==> src/verilog/pin_select_pkg.sv <==
// Shared constants for the multifunction pin selection block.
// Assumes one 100 MHz clock and an 8-bit register port.
package pin_select_pkg;

	// --------------------------------------------------------------
	// Register map
	// --------------------------------------------------------------
	localparam int          REG_W          = 8;
	localparam int          ADDR_W         = 8;
	localparam int          NUM_PINS       = 3;
	localparam logic [7:0]  OFF_DATA_IN2   = 8'h44;
	localparam logic [7:0]  OFF_LINK_CLOCK = 8'h45;
	localparam logic [7:0]  OFF_LINK_DATA  = 8'h46;
	localparam logic [7:0]  PIN_REG_RESET  = 8'h00;
	localparam logic [7:0]  RDATA_UNMAPPED = 8'h00;

	// Pin indices inside the register and pin vectors.
	localparam int          PIN_DATA_IN2   = 0;
	localparam int          PIN_LINK_CLOCK = 1;
	localparam int          PIN_LINK_DATA  = 2;

	// --------------------------------------------------------------
	// Field layout of each pin register
	// --------------------------------------------------------------
	localparam int          SEL_LSB        = 0;
	localparam int          SEL_MSB        = 4;
	localparam int          LEVEL_BIT      = 6;

	// --------------------------------------------------------------
	// Function selector codes; any other code is reserved
	// --------------------------------------------------------------
	typedef enum logic [4:0] {
		SEL_DISABLED = 5'h00,
		SEL_INPUT    = 5'h01,
		SEL_LEVEL    = 5'h03,
		SEL_BITBANG  = 5'h04,
		SEL_PDM_CLK  = 5'h05,
		SEL_CLK_OUT  = 5'h06,
		SEL_IRQ_ONE  = 5'h07,
		SEL_IRQ_TWO  = 5'h08,
		SEL_IRQ_THR  = 5'h09,
		SEL_IRQ_FOUR = 5'h0a,
		SEL_P1_WCLK  = 5'h0c,
		SEL_P1_BCLK  = 5'h0d,
		SEL_P1_DOUT  = 5'h10,
		SEL_ALT_17   = 5'h11,
		SEL_P2_BCLK  = 5'h12,
		SEL_P2_DOUT  = 5'h15,
		SEL_M_WCLK   = 5'h1b,
		SEL_M_BCLK   = 5'h1c,
		SEL_M_DOUT   = 5'h1d
	} pin_sel_type;

	// --------------------------------------------------------------
	// Index of each internal output source in the source vector
	// --------------------------------------------------------------
	localparam int          SRC_PDM_CLK    = 0;
	localparam int          SRC_CLK_OUT    = 1;
	localparam int          SRC_IRQ_ONE    = 2;
	localparam int          SRC_IRQ_TWO    = 3;
	localparam int          SRC_IRQ_THR    = 4;
	localparam int          SRC_IRQ_FOUR   = 5;
	localparam int          SRC_P1_WCLK    = 6;
	localparam int          SRC_P1_BCLK    = 7;
	localparam int          SRC_P1_DOUT    = 8;
	localparam int          SRC_P2_BCLK    = 9;
	localparam int          SRC_P2_DOUT    = 10;
	localparam int          SRC_M_WCLK     = 11;
	localparam int          SRC_M_BCLK     = 12;
	localparam int          SRC_M_DOUT     = 13;
	localparam int          SRC_COUNT      = 14;

endpackage
==> src/verilog/multifunction_pin_select.sv <==
// Top of the multifunction pin selection block for three shared pins.
// Assumes the control port delivers synchronous byte accesses.
//
// Overview of operation
// Bits 4..0 select function; zero disables pin buffers; reset value zero.
// Code 1 makes pin an input forwarded to the input multiplexer.
// Code 3 drives pin from its own level bit 6.
// Code 4 drives pin from the shared bit-bang level.
// Code 5 outputs the PDM data input clock.
// Code 6 outputs the general clock output.
// Codes 7 to 10 output interrupt lines one to four.
// Codes 12 and 13 output port one word and bit clock.
// Codes 16,18,21,27,28,29 output audio serial port signals.
// Link data pin register uses the same level-bit layout.
// Reserved selector codes leave the pin undriven, as disabled.
// Reserved bits 7 and 5 store and read back, no effect.
`timescale 1ns/1ps
module multifunction_pin_select
	import pin_select_pkg::*;
(
	// Clock and reset
	input  wire logic              mclk_i,
	input  wire logic              rst_i,
	// Register port
	input  wire logic              reg_wr_i,
	input  wire logic              reg_rd_i,
	input  wire logic [ADDR_W-1:0] reg_addr_i,
	input  wire logic [REG_W-1:0]  reg_wdata_i,
	output logic      [REG_W-1:0]  reg_rdata_o,
	// Internal output sources
	input  wire logic              shared_bitbang_level_i,
	input  wire logic              pdm_clock_i,
	input  wire logic              general_clock_output_i,
	input  wire logic              interrupt_line_one_i,
	input  wire logic              interrupt_line_two_i,
	input  wire logic              interrupt_line_three_i,
	input  wire logic              interrupt_line_four_i,
	input  wire logic              port_one_word_clock_out_i,
	input  wire logic              port_one_bit_clock_out_i,
	input  wire logic              port_one_data_out_i,
	input  wire logic              port_two_bit_clock_out_i,
	input  wire logic              port_two_data_out_i,
	input  wire logic              main_port_word_clock_out_i,
	input  wire logic              main_port_bit_clock_out_i,
	input  wire logic              main_port_data_out_i,
	// Audio data input 2 pin
	input  wire logic              audio_data_in2_pin_i,
	output logic                   audio_data_in2_pin_o,
	output logic                   audio_data_in2_pin_oe_o,
	output logic                   audio_data_in2_pin_ie_o,
	output logic                   audio_data_in2_fwd_o,
	// Link clock pin
	input  wire logic              link_clock_pin_i,
	output logic                   link_clock_pin_o,
	output logic                   link_clock_pin_oe_o,
	output logic                   link_clock_pin_ie_o,
	output logic                   link_clock_fwd_o,
	// Link data pin
	input  wire logic              link_data_pin_i,
	output logic                   link_data_pin_o,
	output logic                   link_data_pin_oe_o,
	output logic                   link_data_pin_ie_o,
	output logic                   link_data_fwd_o
);

	// --------------------------------------------------------------
	// Address decode
	// --------------------------------------------------------------
	wire logic [NUM_PINS-1:0]       addr_hit;
	wire logic [NUM_PINS-1:0]       wr_hit;
	wire logic [NUM_PINS*REG_W-1:0] cfg;
	wire logic [SRC_COUNT-1:0]      src;
	wire logic [NUM_PINS-1:0]       pad_in;
	wire logic [NUM_PINS-1:0]       pad_out;
	wire logic [NUM_PINS-1:0]       pad_oe;
	wire logic [NUM_PINS-1:0]       pad_ie;
	wire logic [NUM_PINS-1:0]       fwd;

	assign addr_hit[PIN_DATA_IN2]   = (reg_addr_i == OFF_DATA_IN2);
	assign addr_hit[PIN_LINK_CLOCK] = (reg_addr_i == OFF_LINK_CLOCK);
	assign addr_hit[PIN_LINK_DATA]  = (reg_addr_i == OFF_LINK_DATA);
	assign wr_hit = reg_wr_i ? addr_hit : '0;

	pin_config_regs u_regs (
		.mclk_i   (mclk_i),
		.rst_i    (rst_i),
		.wr_hit_i (wr_hit),
		.wdata_i  (reg_wdata_i),
		.rd_i     (reg_rd_i),
		.rd_hit_i (addr_hit),
		.cfg_o    (cfg),
		.rdata_o  (reg_rdata_o)
	);

	// --------------------------------------------------------------
	// Source vector and pad vectors
	// --------------------------------------------------------------
	assign src[SRC_PDM_CLK]  = pdm_clock_i;
	assign src[SRC_CLK_OUT]  = general_clock_output_i;
	assign src[SRC_IRQ_ONE]  = interrupt_line_one_i;
	assign src[SRC_IRQ_TWO]  = interrupt_line_two_i;
	assign src[SRC_IRQ_THR]  = interrupt_line_three_i;
	assign src[SRC_IRQ_FOUR] = interrupt_line_four_i;
	assign src[SRC_P1_WCLK]  = port_one_word_clock_out_i;
	assign src[SRC_P1_BCLK]  = port_one_bit_clock_out_i;
	assign src[SRC_P1_DOUT]  = port_one_data_out_i;
	assign src[SRC_P2_BCLK]  = port_two_bit_clock_out_i;
	assign src[SRC_P2_DOUT]  = port_two_data_out_i;
	assign src[SRC_M_WCLK]   = main_port_word_clock_out_i;
	assign src[SRC_M_BCLK]   = main_port_bit_clock_out_i;
	assign src[SRC_M_DOUT]   = main_port_data_out_i;

	assign pad_in[PIN_DATA_IN2]   = audio_data_in2_pin_i;
	assign pad_in[PIN_LINK_CLOCK] = link_clock_pin_i;
	assign pad_in[PIN_LINK_DATA]  = link_data_pin_i;

	// --------------------------------------------------------------
	// Per-pin function cells
	// --------------------------------------------------------------
	// Code 17 differs by pin: the link clock pin carries port two's
	// bit clock there, the other two carry port one's word clock.
	genvar g;
	generate
		for (g = 0; g < NUM_PINS; g++) begin : g_pin
			pin_function_cell #(
				.ALT_17_SRC ((g == PIN_LINK_CLOCK) ?
					SRC_P2_BCLK : SRC_P1_WCLK)
			) u_cell (
				.mclk_i    (mclk_i),
				.rst_i     (rst_i),
				.sel_i     (cfg[g*REG_W+SEL_LSB +: SEL_MSB-SEL_LSB+1]),
				.level_i   (cfg[g*REG_W+LEVEL_BIT]),
				.bitbang_i (shared_bitbang_level_i),
				.src_i     (src),
				.pad_i     (pad_in[g]),
				.pad_o     (pad_out[g]),
				.pad_oe_o  (pad_oe[g]),
				.pad_ie_o  (pad_ie[g]),
				.fwd_o     (fwd[g])
			);
		end
	endgenerate

	// --------------------------------------------------------------
	// Pin outputs, each a cell flip-flop
	// --------------------------------------------------------------
	assign audio_data_in2_pin_o    = pad_out[PIN_DATA_IN2];
	assign audio_data_in2_pin_oe_o = pad_oe[PIN_DATA_IN2];
	assign audio_data_in2_pin_ie_o = pad_ie[PIN_DATA_IN2];
	assign audio_data_in2_fwd_o    = fwd[PIN_DATA_IN2];
	assign link_clock_pin_o        = pad_out[PIN_LINK_CLOCK];
	assign link_clock_pin_oe_o     = pad_oe[PIN_LINK_CLOCK];
	assign link_clock_pin_ie_o     = pad_ie[PIN_LINK_CLOCK];
	assign link_clock_fwd_o        = fwd[PIN_LINK_CLOCK];
	assign link_data_pin_o         = pad_out[PIN_LINK_DATA];
	assign link_data_pin_oe_o      = pad_oe[PIN_LINK_DATA];
	assign link_data_pin_ie_o      = pad_ie[PIN_LINK_DATA];
	assign link_data_fwd_o         = fwd[PIN_LINK_DATA];

endmodule

==> src/verilog/pin_config_regs.sv <==
// Three pin function registers with a registered read port.
// Assumes write and read strobes are single-cycle and synchronous.
`timescale 1ns/1ps
module pin_config_regs
	import pin_select_pkg::*;
(
	// Clock and reset
	input  wire logic                      mclk_i,
	input  wire logic                      rst_i,
	// Decoded access
	input  wire logic [NUM_PINS-1:0]       wr_hit_i,
	input  wire logic [REG_W-1:0]          wdata_i,
	input  wire logic                      rd_i,
	input  wire logic [NUM_PINS-1:0]       rd_hit_i,
	// Contents and read data
	output logic      [NUM_PINS*REG_W-1:0] cfg_o,
	output logic      [REG_W-1:0]          rdata_o
);

	logic [REG_W-1:0] rd_mux;

	// --------------------------------------------------------------
	// Storage
	// --------------------------------------------------------------
	// All eight bits are kept, reserved ones included, so software
	// reads back exactly what it wrote.
	genvar g;
	generate
		for (g = 0; g < NUM_PINS; g++) begin : g_reg
			always_ff @(posedge mclk_i or posedge rst_i) begin
				if (rst_i) begin
					cfg_o[g*REG_W +: REG_W] <= PIN_REG_RESET;
				end else if (wr_hit_i[g]) begin
					cfg_o[g*REG_W +: REG_W] <= wdata_i;
				end
			end
		end
	endgenerate

	// --------------------------------------------------------------
	// Read path
	// --------------------------------------------------------------
	always_comb begin
		rd_mux = RDATA_UNMAPPED;
		for (int i = 0; i < NUM_PINS; i++) begin
			if (rd_hit_i[i]) begin
				rd_mux = cfg_o[i*REG_W +: REG_W];
			end
		end
	end

	always_ff @(posedge mclk_i or posedge rst_i) begin
		if (rst_i) begin
			rdata_o <= RDATA_UNMAPPED;
		end else if (rd_i) begin
			rdata_o <= rd_mux;
		end
	end

endmodule

==> src/verilog/pin_function_cell.sv <==
// One pin's function multiplexer with registered pad controls.
// Assumes the selector and sources are synchronous to mclk_i.
`timescale 1ns/1ps
module pin_function_cell
	import pin_select_pkg::*;
#(
	parameter int ALT_17_SRC = SRC_P1_WCLK
) (
	// Clock and reset
	input  wire logic                 mclk_i,
	input  wire logic                 rst_i,
	// Configuration
	input  wire logic [4:0]           sel_i,
	input  wire logic                 level_i,
	input  wire logic                 bitbang_i,
	// Sources and pad input
	input  wire logic [SRC_COUNT-1:0] src_i,
	input  wire logic                 pad_i,
	// Pad controls
	output logic                      pad_o,
	output logic                      pad_oe_o,
	output logic                      pad_ie_o,
	output logic                      fwd_o
);

	logic drv;
	logic oe;
	logic ie;

	// --------------------------------------------------------------
	// Function selection
	// --------------------------------------------------------------
	always_comb begin
		drv = 1'b0;
		oe  = 1'b1;
		ie  = 1'b0;
		case (pin_sel_type'(sel_i))
			SEL_INPUT: begin
				oe = 1'b0;
				ie = 1'b1;
			end
			SEL_LEVEL:    drv = level_i;
			SEL_BITBANG:  drv = bitbang_i;
			SEL_PDM_CLK:  drv = src_i[SRC_PDM_CLK];
			SEL_CLK_OUT:  drv = src_i[SRC_CLK_OUT];
			SEL_IRQ_ONE:  drv = src_i[SRC_IRQ_ONE];
			SEL_IRQ_TWO:  drv = src_i[SRC_IRQ_TWO];
			SEL_IRQ_THR:  drv = src_i[SRC_IRQ_THR];
			SEL_IRQ_FOUR: drv = src_i[SRC_IRQ_FOUR];
			SEL_P1_WCLK:  drv = src_i[SRC_P1_WCLK];
			SEL_P1_BCLK:  drv = src_i[SRC_P1_BCLK];
			SEL_P1_DOUT:  drv = src_i[SRC_P1_DOUT];
			SEL_ALT_17:   drv = src_i[ALT_17_SRC];
			SEL_P2_BCLK:  drv = src_i[SRC_P2_BCLK];
			SEL_P2_DOUT:  drv = src_i[SRC_P2_DOUT];
			SEL_M_WCLK:   drv = src_i[SRC_M_WCLK];
			SEL_M_BCLK:   drv = src_i[SRC_M_BCLK];
			SEL_M_DOUT:   drv = src_i[SRC_M_DOUT];
			// Disabled and every reserved code: both buffers off.
			default: begin
				oe = 1'b0;
			end
		endcase
	end

	// --------------------------------------------------------------
	// Pad registers
	// --------------------------------------------------------------
	// The forwarded input is gated so a disabled pin reads as low
	// inside the device instead of following a floating pad.
	always_ff @(posedge mclk_i or posedge rst_i) begin
		if (rst_i) begin
			pad_o    <= 1'b0;
			pad_oe_o <= 1'b0;
			pad_ie_o <= 1'b0;
			fwd_o    <= 1'b0;
		end else begin
			pad_o    <= drv;
			pad_oe_o <= oe;
			pad_ie_o <= ie;
			fwd_o    <= ie & pad_i;
		end
	end

endmodule

==> config.mk <==
export PLATFORM = sky130hd
export DESIGN_NAME = multifunction_pin_select
export DESIGN_NICKNAME = d
export VERILOG_FILES = /design/src/verilog/pin_select_pkg.sv /design/src/verilog/multifunction_pin_select.sv /design/src/verilog/pin_config_regs.sv /design/src/verilog/pin_function_cell.sv
export SDC_FILE = /design/constraint.sdc
export NUM_CORES = 1
export LEC_CHECK = 0
export BUFFER_PORTS_ARGS = -buffer_cell sky130_fd_sc_hd__buf_2
export CORE_AREA = 2 2 74 76
export CTS_CLUSTER_DIAMETER = 200
export CTS_CLUSTER_SIZE = 40
export DETAILED_ROUTE_END_ITERATION = 10
export DIE_AREA = 0 0 76 78
export MAX_ROUTING_LAYER = met4
export PLACE_DENSITY = 0.78
export SYNTH_ARGS = -nofsm -noshare
export SYNTH_HDL_FRONTEND = slang
export SYNTH_HIERARCHICAL = 1
export SYNTH_SLANG_ARGS = --single-unit
==> constraint.sdc <==
create_clock -name mclk_i -period 3.3 [get_ports mclk_i]
set_clock_uncertainty 0.05 [all_clocks]
set_input_delay 0.33 -clock mclk_i [delete_from_list [all_inputs] [get_ports mclk_i]]
set_output_delay 0.33 -clock mclk_i [all_outputs]
set_load 0.005 [all_outputs]
* After elaboration in Yosys (flattened, before gate mapping)
Cells that the tools add are included.
** Storage, ports and cells
- Register bits :: 44
- Input bits :: 38
- Output and inout port bits :: 20
- Word-level logic and storage cells :: 95
** Operators by class
- Eq/ne operators :: 57
- Multiplexer cells :: 13
- Bitwise gates (word level) :: 3
- Reduce and logical (&&, ||, !) cells :: 6
** Operators by type and width (count)
- 5-bit equality test, second input constant :: 21
- 5-bit by 4-bit equality test with 1-bit output, second input constant :: 15
- 5-bit by 3-bit equality test with 1-bit output, second input constant :: 12
- 17-bit OR reduction :: 3
- 1-bit case mux with 16 select lines :: 3
- 8-bit by 7-bit equality test with 1-bit output, second input constant :: 3
- 8-bit 2-to-1 mux :: 3
- 5-bit by 1-bit equality test with 1-bit output, second input constant :: 3
- 5-bit by 2-bit equality test with 1-bit output, second input constant :: 3
- 1-bit 2-to-1 mux :: 6
- 2-bit OR reduction :: 3
- 1-bit bitwise AND :: 3
- 3-bit 2-to-1 mux :: 1

* Logic depth before layout (Yosys ltp)
Gate-level depths: netlist (run 1).
- Depth after elaboration :: 4
- Mapped depth :: 7
- Depth with buffers taken out :: 5

* Cells and area by module
Netlist (run 1), hierarchy kept.
** Modules (own cells, without submodules)
- pin_config_regs :: instances 1, cells each 101, area an instance 1370.1 sq um, sequential area each 800.8 sq um
- pin_function_cell at g_pin[0].u_cell ... :: instances 2, cells each 51, area an instance 435.4 sq um, sequential area each 100.1 sq um
- pin_function_cell at g_pin[1].u_cell :: instances 1, cells each 45, area an instance 387.9 sq um, sequential area each 100.1 sq um
- multifunction_pin_select :: instances 1, cells each 13, area an instance 75.1 sq um, sequential area each 0.0 sq um

* Worst setup path after synthesis (run 1)
OpenSTA, ideal clock, no wires.
- Path type :: input -> register
- Start point :: input reg_addr_i[5]
- End point :: register u_regs.cfg_o[0]
- Setup time :: 125 ps
- Data arrival time :: 1675 ps
- Required time :: 3125 ps
- Slack :: 1450 ps
- Stages on the path :: 5
- Buffers on the path :: 2
- Path through :: or4b_1 -> clkbuf_2 -> nor3_1 -> buf_2 -> mux2_2
** On the way
- Longest elaborated chain between the ends :: 2
** Ends and longest elaborated chain
- from (decl) :: RTL line multifunction_pin_select.sv:27 : input wire logic [ADDR_W-1:0] reg_addr_i,
- 8-bit by 7-bit equality test with 1-bit output :: RTL line multifunction_pin_select.sv:79 : assign addr_hit[PIN_DATA_IN2] = (reg_addr_i == OFF_DATA_IN2);
- 3-bit 2-to-1 mux :: RTL line multifunction_pin_select.sv:82 : assign wr_hit = reg_wr_i ? addr_hit : '0;
- named net wr_hit[0] :: RTL line multifunction_pin_select.sv:70 : wire logic [NUM_PINS-1:0] wr_hit;
- to (signal, indexed assignment) :: RTL line pin_config_regs.sv:34 : cfg_o[g*REG_W +: REG_W] <= wdata_i;
- to (decl) :: RTL line pin_config_regs.sv:16 : output logic [NUM_PINS*REG_W-1:0] cfg_o,
The timed path passes the listed nets, and every way through them passes these cells.
A chain may end at the register's enable or synchronous reset.

* Worst setup path in the final report (run 1)
- Start point :: register u_regs.cfg_o[8]
- End point :: register g_pin[1].u_cell.pad_o
** On the way
- Longest elaborated chain between the ends :: 3
- Elaborated cells between the ends (all ways) :: 19
- Those cells by class :: eq/ne: 17; mux: 1; reduce/logical: 1
** Ends and longest elaborated chain
- 5-bit equality test :: RTL line pin_function_cell.sv:37 : case (pin_sel_type'(sel_i))
- 2-bit OR reduction (no line)
- 1-bit case mux with 16 select lines * :: RTL line pin_function_cell.sv:37
- named net g_pin[1].u_cell.drv :: RTL line pin_function_cell.sv:26 : logic drv;
- to (signal assigned) :: RTL line pin_function_cell.sv:78 : pad_o <= drv;
- to (decl) :: RTL line pin_function_cell.sv:20 : output logic pad_o,
The timed path passes the listed nets; every way through them passes the cells marked *.

==> results of run 1 <==
-- registers in the layout, summed over array words and instances, names as in the netlist --
name / count
g_pin.u_cell/pad_oe_o: 3
g_pin.u_cell/fwd_o: 3
u_regs/rdata_o: 8
g_pin.u_cell/pad_o: 3
g_pin.u_cell/pad_ie_o: 3
u_regs/cfg_o: 24
-- stage by stage --
stage                     cell area, µm²  hold WS, ns  total power [mW]
final                               3068       0.1769             1.126
after detailed placement            2964       0.2154            0.7837
after global placement              2964       0.2147            0.7795
after global routing                3068       0.1910             1.182
after CTS                           3068       0.1718             1.137
after floorplan                     2704      0.04608            0.7183
-- layer usage --
| metal | global-route usage, % | vias up | share of wire (%) |
|---|---|---|---|
| li1 | - | 1077 | - |
| met1 | 29.38 | 1049 | 45 |
| met4 | 8.000 | 0 | 2.0 |
| met2 | 34.64 | 93 | 45 |
| met3 | 5.698 | 10 | 8.1 |
| met5 | - | - | 0 |
-- cell usage after synthesis (all sizes together), types with 4 or more instances --
| cell type | count | area [µm²] |
|---|---|---|
| mux2 | 28 | 322.8 |
| nor3 | 9 | 50.05 |
| a31oi | 4 | 25.02 |
| buf | 19 | 143.9 |
| nand4 | 4 | 25.02 |
| nor2b | 5 | 38.78 |
| nand4b | 4 | 35.03 |
| inv | 8 | 30.03 |
| nand3b | 15 | 112.6 |
| nand2 | 15 | 56.30 |
| nand3 | 5 | 25.02 |
| and2 | 5 | 31.28 |
| a21oi | 9 | 45.04 |
| nor3b | 4 | 40.03 |
| o21ai | 16 | 80.07 |
| a211oi | 4 | 35.03 |
| dfrtp | 44 | 1101 |
| a22oi | 8 | 60.06 |
| and3 | 4 | 27.52 |
| nor2 | 6 | 27.52 |
-- power groups by stage --
stage | logic [mW] | registers [mW] | clock network, mW
CTS | 0.163 | 0.611 | 0.363
global route | 0.181 | 0.618 | 0.382
detailed placement | 0.162 | 0.622 | 0
floorplan | 0.118 | 0.600 | 0
global placement | 0.158 | 0.622 | 0
finish | 0.163 | 0.612 | 0.351
-- final timing paths --
| kind | end | cells after the start | slack (ns) | from |
|---|---|---|---|---|
| setup / recovery | g_pin[1].u_cell/pad_o | 4 | 1.42 | u_regs/cfg_o[8] |
| hold / removal | g_pin[1].u_cell/fwd_o | 2 | 0.18 | link_clock_pin_i |
| setup reg to reg | g_pin[1].u_cell/pad_o | 4 | 1.42 | u_regs/cfg_o[8] |
| hold reg to reg | u_regs/cfg_o[23] | 1 | 0.45 | u_regs/cfg_o[23] |
| max in group asynchronous | u_regs/cfg_o[20] | 4 | 2.23 | rst_i |
| min in group asynchronous | g_pin[0].u_cell/pad_ie_o | 3 | 0.45 | rst_i |
-- repair_timing --
action	CTS	global route
endpoints found under the hold margin	12	0
setup buffers	0	0
hold buffers	1	0
-- critical path, delay by kind of cell (launching register included) --
family | cells | cell delay (ns)
AO/OA/AOI/OAI | 1 | 0.09
AND/OR/NAND/NOR | 2 | 0.34
flip-flops | 1 | 0.71
multiplexers | 1 | 0.58
-- final cells by class --
type | instances | area [µm²] | share of cell area [%]
Clock buffer | 7 | 86.33 | 2.814
Clock inverter | 1 | 7.507 | 0.2447
Inverter | 8 | 30.03 | 0.9788
Multi-Input combinational cell | 187 | 1415 | 46.13
Sequential cell | 44 | 1101 | 35.89
Tap cell | 70 | 87.58 | 2.855
Timing Repair Buffer | 64 | 340.3 | 11.09
-- cells by family (layout without fill, tap and decap cells) --
kind of cell | count (synthesis) | after routing | synth area share (%)
AOI/OAI and AO/OA | 61 | 61 | 15.64
xor gates and xnor gates | 2 | 2 | 0.6480
buffers and inverters | 30 | 80 | 6.941
DFF | 44 | 44 | 40.72
muxes | 32 | 32 | 13.88
and+or+nand+nor | 92 | 92 | 22.16
==> flow_summary.json, run 1 <==
{
  "cts_tree": "yes",
  "outcome": "completed",
  "fin_util_pct": 60.84,
  "maxCapViolations": 0,
  "power.density_nw_per_um2": 367.1,
  "first_iter_violations": 193,
  "portBuffers": 57,
  "drc": 0,
  "synth-main-ff-cell": "dfrtp_1",
  "grt_usage_pct": 22.58,
  "endpoint_kind": "flip-flop",
  "mostFrequentLayoutCell": "buf_2",
  "ir_drop_mv": 0.2953,
  "maxSlewViolCount": 0,
  "syn-cell-area_um2": 2704,
  "finalSetupViolCount": 0,
  "final_nets": 348,
  "setup_ws_ns": 1.420,
  "slowest_stage": "dfrtp_1",
  "pre_cts_ws_ns": 1.208,
  "worst_setup_path_start_kind": "flip-flop",
  "yosysWarningCount": 6,
  "fp.dieH_um": 78,
  "area_growth_pct": 13.47,
  "arrival_ns": 2.01,
  "yosysSeqAreaShare_pct": 40.72,
  "finalCritPeriodShare_pct": 56.96,
  "crit_required_ns": 3.43,
  "cp_max_fo": 15,
  "switching_share_pct": 26.80,
  "tightest_slew_ns": 0.5723,
  "num_rows": 26,
  "worst-setup-path-type": "reg2reg",
  "drt_first_pass_iters": 4,
  "postSynth.asyncResetShare_pct": 100.0,
  "clk_latency_ns": 0.30,
  "cts_sinks": 44,
  "syn_area_per_cell_um2": 10.36,
  "cts.clk_slew.worst_paths_ns": 0.08,
  "grt_pass1_vias": 2102,
  "hold_class": "in2reg",
  "die_area_um2": 5928,
  "combPwrFrac_pct": 14.5,
  "p_clk_share_pct": 31.2,
  "vias": 2229,
  "grt_pass1_wl_um": 10310,
  "wl_um": 6300,
  "antenna_cells": 0,
  "syn_inst": 261,
  "numCtsBuffers": 5,
  "die_w_um": 76,
  "ant_nets": 0,
  "htree_levels": 2,
  "gp_congestion": 0.9570,
  "grt_max_degree": 33,
  "final_cell_mix": "buf_2 (57), dfrtp_1 (44), mux2_2 (26)",
  "post_cts_resized": 0,
  "antenna_found_initial": 0,
  "hold_violations": 0,
  "ys_seq_elements": 44,
  "dp_cells": 372,
  "nFillCells": 424,
  "gr-total-overflow": 0,
  "root_buffer": "clkbuf_8",
  "io_pins": 58,
  "wl_per_cell_um": 16.54,
  "period_needed_ns": 1.880,
  "max-slew-margin-rel_pct": 61.85,
  "layout-drive-gt1-share_pct": 35.37,
  "ys_types": 57,
  "p_leak_nw": 1.372,
  "rsz0062_at_grt": "no",
  "syn-num-nets": 299,
  "synth_edf_count": 0,
  "cts_buffer_depth": 2,
  "internal_power_mw": 0.8243,
  "finalNonFillerCells": 381,
  "coreArea_um2": 5042,
  "vias_per_cell": 5.850,
  "p_switching_mw": 0.3018,
  "slowest_delay_ns": 0.71,
  "tns_ns": 0,
  "cp_cell_sequence": "mux4_2, and4b_1, nor3_2, o31ai_1",
  "hpwl_um": 4518,
  "start_util_pct": 53.62,
  "fmax_ghz": 0.5320,
  "p_seq_share_pct": 54.4
}
Power figures use the tool's default switching activity.
==> run 2, diff against run 1 <==
--- a/config.mk
+++ b/config.mk
@@ -6,13 +6,13 @@
 export NUM_CORES = 1
 export LEC_CHECK = 0
 export BUFFER_PORTS_ARGS = -buffer_cell sky130_fd_sc_hd__buf_2
-export CORE_AREA = 2 2 74 76
+export CORE_AREA = 2 2 78 80
 export CTS_CLUSTER_DIAMETER = 200
 export CTS_CLUSTER_SIZE = 40
 export DETAILED_ROUTE_END_ITERATION = 10
-export DIE_AREA = 0 0 76 78
+export DIE_AREA = 0 0 80 82
 export MAX_ROUTING_LAYER = met4
-export PLACE_DENSITY = 0.78
+export PLACE_DENSITY = 0.74
 export SYNTH_ARGS = -nofsm -noshare
 export SYNTH_HDL_FRONTEND = slang
 export SYNTH_HIERARCHICAL = 1
==> constraint.sdc (replaced) <==
create_clock -name mclk_i -period 1.5 [get_ports mclk_i]
set_clock_uncertainty 0.05 [all_clocks]
set_input_delay 0.15 -clock mclk_i [delete_from_list [all_inputs] [get_ports mclk_i]]
set_output_delay 0.15 -clock mclk_i [all_outputs]
set_load 0.005 [all_outputs]
==> flow_summary.json, run 2 (synthesis results as in run 1) <==
{
  "maxCapViolations": 0,
  "rsz0062_at_grt": "yes",
  "cts_tree": "yes",
  "mostFrequentLayoutCell": "buf_2",
  "largest_reg_flops": 24,
  "coreArea_um2": 5746,
  "vias": 2363,
  "fmax_ghz": 0.6633,
  "combPwrFrac_pct": 17.1,
  "outcome": "complete, but fails checks",
  "die_area_um2": 6560,
  "finalSetupViolCount": 1,
  "antenna_found_initial": 0,
  "p_clk_share_pct": 33.9,
  "hold_class": "in2reg",
  "htree_levels": 2,
  "rr_worst_depth": 5,
  "wl_um": 6648,
  "final_cell_mix": "buf_2 (57), dfrtp_1 (37), buf_4 (34)",
  "top_register": "u_regs/cfg_o",
  "drc": 0,
  "slowest_stage": "or4b_1",
  "violations": "negative setup slack",
  "gp_congestion": 0.8413,
  "grt_usage_pct": 22.28,
  "first_iter_violations": 173,
  "p_seq_share_pct": 49.0,
  "grt_max_degree": 33,
  "setup_ws_ns": -0.007647,
  "cts.clk_slew.worst_paths_ns": 0.08,
  "root_buffer": "clkbuf_8",
  "finalNonFillerCells": 415,
  "drt_first_pass_iters": 4,
  "dp_cells": 403,
  "num_rows": 28,
  "switching_share_pct": 25.96,
  "p_switching_mw": 0.7009,
  "portBuffers": 57,
  "placed_area_um2": 3263,
  "worst-setup-path-type": "reg2reg",
  "antenna_cells": 0,
  "io_pins": 58,
  "vias_per_cell": 5.694,
  "endpoint_kind": "flip-flop",
  "grt_pass1_wl_um": 10870,
  "finalCritPeriodShare_pct": 100.5,
  "ir_drop_mv": 0.4537,
  "final_cell_area_um2": 3450,
  "area_growth_pct": 27.58,
  "wl_per_cell_um": 16.02,
  "slowest_delay_ns": 0.48,
  "worst_setup_path_start_kind": "flip-flop",
  "crit_required_ns": 1.65,
  "tightest_slew_ns": 0.3878,
  "final_nets": 377,
  "max-slew-margin-rel_pct": 74.15,
  "ant_nets": 0,
  "cts_buffer_depth": 2,
  "startpoint": "u_regs/cfg_o[8]",
  "cts_sinks": 44,
  "numCtsBuffers": 5,
  "cp_max_fo": 4,
  "cp_cell_sequence": "buf_4, or4b_1, o22ai_2, nor3_2, o31ai_1",
  "regToRegEndpoint": "g_pin[1].u_cell/pad_o",
  "hold_violations": 0,
  "reg_top3": "u_regs/cfg_o: 24 flops, u_regs/rdata_o: 8 flops",
  "die_w_um": 80,
  "gr-total-overflow": 0,
  "clk_latency_ns": 0.30,
  "internal_power_mw": 1.999,
  "power.density_nw_per_um2": 782.6,
  "hpwl_um": 4981,
  "grt_pass1_vias": 2235,
  "arrival_ns": 1.65,
  "nFillCells": 487,
  "endpoint": "g_pin[1].u_cell/pad_o",
  "layout-drive-gt1-share_pct": 45.88,
  "maxSlewViolCount": 0,
  "worstReg2RegStart": "u_regs/cfg_o[8]",
  "r2r_slack_ns": -0.008,
  "period_needed_ns": 1.508,
  "totalPowerFinal_mw": 2.700,
  "fp.dieH_um": 82,
  "start_util_pct": 47.06,
  "p_leak_nw": 1.575
}
-- run 2: metrics by stage --
| step | hold slack, ns | TNS [ns] | utilization (%) | setup slack [ns] |
|---|---|---|---|---|
| after floorplan | -0.1339 | -2.958 | - | -0.1021 |
| after global placement | 0.02689 | -7.249 | 56.79 | -0.2431 |
| after detailed placement | 0.03231 | -7.746 | 56.79 | -0.3100 |
| after CTS | 0.02089 | -0.006929 | 59.23 | -0.006929 |
| after global routing | 0.02952 | -0.06205 | 60.04 | -0.05724 |
| final | 0.02059 | -0.007647 | 60.04 | -0.007647 |
-- run 2: cell type report --
type                    count  area, µm²  share of cell area, %
well taps                  75      93.84                  2.720
inverters                   8      30.03                 0.8705
multi-input cells         187       1539                  44.61
clock inverters             3      46.29                  1.342
repair buffers             93      561.8                  16.29
flip-flops and latches     44       1110                  32.17
clock buffers               5      68.82                  1.995
-- run 2: power by group through the flow --
| stage | Sequential [mW] | Clock [mW] | Combinational, mW |
|---|---|---|---|
| global route | 1.33 | 1.01 | 0.509 |
| CTS | 1.32 | 0.941 | 0.454 |
| finish | 1.32 | 0.916 | 0.462 |
| global placement | 1.34 | 0 | 0.440 |
| floorplan | 1.32 | 0 | 0.279 |
| detailed placement | 1.34 | 0 | 0.447 |
-- run 2: per-layer routing --
| metal | GRT usage [%] | wire length, µm |
|---|---|---|
| met1 | 27.89 | 2843 |
| met2 | 36.75 | 3148 |
| met3 | 3.846 | 488 |
| met4 | 7.627 | 167 |
| met5 | - | 0 |
-- run 2: worst min path at each step --
stage	start	endpoint	depth (start not counted)
2_1_floorplan	rst_i	g_pin[0].u_cell/fwd_o	1
3_3_place_gp	rst_i	g_pin[2].u_cell/pad_o	2
3_5_place_dp	rst_i	g_pin[2].u_cell/pad_o	2
4_1_cts	link_clock_pin_i	g_pin[1].u_cell/fwd_o	2
5_1_grt	link_clock_pin_i	g_pin[1].u_cell/fwd_o	2
6_report	link_clock_pin_i	g_pin[1].u_cell/fwd_o	2
-- run 2: repair_timing --
item,CTS,global route
buffers inserted,1,2
pin swaps,2,0
gates resized for setup,2,11
hold buffers,1,0
gates cloned,0,0
hold endpoints to repair,44,0
endpoints found under the setup margin,2,10
-- run 2: worst max-delay path, delay by kind of cell (launching register included) --
family	cells	cell delay, ns
compound gates	2	0.22
buf+inv	1	0.16
flops	1	0.43
simple gates	2	0.54
==> run 3, diff against run 2 <==
--- a/config.mk
+++ b/config.mk
@@ -11,7 +11,6 @@
 export CTS_CLUSTER_SIZE = 40
 export DETAILED_ROUTE_END_ITERATION = 10
 export DIE_AREA = 0 0 80 82
-export MAX_ROUTING_LAYER = met4
 export PLACE_DENSITY = 0.74
 export SYNTH_ARGS = -nofsm -noshare
 export SYNTH_HDL_FRONTEND = slang
==> constraint.sdc (replaced) <==
create_clock -name mclk_i -period 1.2 [get_ports mclk_i]
set_clock_uncertainty 0.05 [all_clocks]
set_input_delay 0.24 -clock mclk_i [delete_from_list [all_inputs] [get_ports mclk_i]]
set_output_delay 0.24 -clock mclk_i [all_outputs]
set_load 0.005 [all_outputs]
==> flow_summary.json, run 3 (synthesis results as in run 1) <==
{
  "portBuffers": 57,
  "fmax_ghz": 0.6363,
  "wl_um": 7901,
  "p_switching_mw": 0.9480,
  "cp_max_fo": 6,
  "coreArea_um2": 5746,
  "violations": "negative setup slack",
  "gr-total-overflow": 0,
  "wl_per_cell_um": 17.48,
  "vias": 2590,
  "root_buffer": "clkbuf_8",
  "dp_cells": 431,
  "drc": 0,
  "finalCritPeriodShare_pct": 131.0,
  "drt_first_pass_iters": 4,
  "ant_nets": 0,
  "rsz0062_at_grt": "yes",
  "tightest_slew_ns": 0.2480,
  "gp_congestion": 0.9176,
  "p_clk_share_pct": 33.8,
  "grt_usage_pct": 24.15,
  "cts.clk_slew.worst_paths_ns": 0.08,
  "p_seq_share_pct": 44.5,
  "htree_levels": 2,
  "hold_violations": 0,
  "reg_top3": "u_regs/cfg_o: 24 flops, u_regs/rdata_o: 8 flops",
  "final_cell_mix": "buf_2 (57), buf_4 (55), dfrtp_1 (33)",
  "numCtsBuffers": 5,
  "final_cell_area_um2": 4044,
  "finalNonFillerCells": 452,
  "slowest_delay_ns": 0.63,
  "worst-setup-path-type": "in2reg",
  "cts_buffer_depth": 2,
  "arrival_ns": 1.70,
  "antenna_found_initial": 0,
  "final_nets": 414,
  "largest_reg_flops": 24,
  "endpoint_kind": "flip-flop",
  "grt_pass1_vias": 2531,
  "cp_cell_sequence": "buf_6, or4b_4, nor3_4, and2b_4, a22oi_2, a21oi_2",
  "worst_setup_path_start_kind": "primary input",
  "totalPowerFinal_mw": 3.690,
  "layout-drive-gt1-share_pct": 60.48,
  "p_leak_nw": 1.851,
  "top_register": "u_regs/cfg_o",
  "hold_class": "in2reg",
  "power.density_nw_per_um2": 912.4,
  "die_area_um2": 6560,
  "internal_power_mw": 2.742,
  "num_rows": 28,
  "crit_required_ns": 1.33,
  "grt_pass1_wl_um": 12120,
  "outcome": "complete, but fails checks",
  "area_growth_pct": 49.56,
  "fp.dieH_um": 82,
  "cts_tree": "yes",
  "period_needed_ns": 1.572,
  "mostFrequentLayoutCell": "buf_2",
  "max-slew-margin-rel_pct": 82.99,
  "start_util_pct": 47.06,
  "io_pins": 58,
  "ir_drop_mv": 0.7786,
  "cts_sinks": 44,
  "slowest_stage": "or4b_4",
  "hpwl_um": 5326,
  "hold_path_depth": 2,
  "setup_ws_ns": -0.3717,
  "maxCapViolations": 0,
  "first_iter_violations": 157,
  "clk_latency_ns": 0.29,
  "placed_area_um2": 3511,
  "grt_max_degree": 33,
  "fin_util_pct": 70.38,
  "antenna_cells": 0,
  "maxSlewViolCount": 0,
  "rr_worst_depth": 4,
  "combPwrFrac_pct": 21.7,
  "switching_share_pct": 25.70,
  "die_w_um": 80,
  "finalSetupViolCount": 40,
  "vias_per_cell": 5.730
}
## run 3: cell count changes in the layout (fill, tap and decap cells not counted), moves of 4 or more
cell,before,now
o21ai_0,13,9
buf_4,34,55
a22oi_1,6,2
mux2_4,18,27
a21oi_2,0,4
a22oi_2,2,6
a21oi_1,9,5
mux2_2,10,1
dfrtp_1,37,33
dfrtp_2,7,11
buf_6,1,14
## run 3: final cells by class
class                           instances  area, µm²
Timing Repair Buffer                  130      925.9
Tap cell                               75      93.84
Fill cell                             431       1702
Multi-Input combinational cell        187       1753
Inverter                                8      30.03
Clock buffer                            7      96.34
Clock inverter                          1      30.03
Sequential cell                        44       1115
## run 3: metal layers
layer	GRT usage, %	up-vias	part of all wire (%)
li1	-	1199	-
met1	29.87	1267	41
met2	42.75	107	50
met3	3.956	17	6.5
met4	8.475	0	2.4
met5	0	-	0
## run 3: what timing repair did
action / CTS / global route
pin swaps: 18 / 16
hold buffers: 1 / 0
setup buffers: 6 / 6
resized for setup: 53 / 35
endpoints found under the hold margin: 44 / 0
cloned: 1 / 0
endpoints found under the setup margin: 44 / 43
## run 3: worst paths after layout
kind	from	to	slack [ns]
max	reg_addr_i[5]	u_regs/rdata_o[7]	-0.37
max reg2reg	u_regs/cfg_o[8]	g_pin[1].u_cell/pad_o	-0.36
min	link_clock_pin_i	g_pin[1].u_cell/fwd_o	0.10
max in group asynchronous	rst_i	u_regs/cfg_o[16]	0.38
min reg2reg	u_regs/cfg_o[21]	u_regs/cfg_o[21]	0.46
min in group asynchronous	rst_i	g_pin[2].u_cell/fwd_o	0.35
## run 3: critical path, delay by kind of cell
family	cells	cell delay [ns]
simple gates	3	1.11
compound gates	2	0.26
buf+inv	1	0.09
## run 3: through the flow
stage,hold WS [ns],setup TNS [ns],worst slack [ns]
floorplan,-0.04392,-15.86,-0.4921
global placement,0.1177,-20.73,-0.6292
detailed placement,0.1231,-21.43,-0.6928
CTS,0.09803,-10.47,-0.3763
global route,0.09634,-11.51,-0.4099
finish,0.1003,-10.15,-0.3717
## run 3: power by group through the flow
stage	combinational, mW	clock, mW	sequential (mW)
finish	0.800	1.25	1.64
global route	0.859	1.33	1.66
CTS	0.725	1.26	1.64
detailed placement	0.649	0	1.67
global placement	0.635	0	1.67
floorplan	0.349	0	1.65
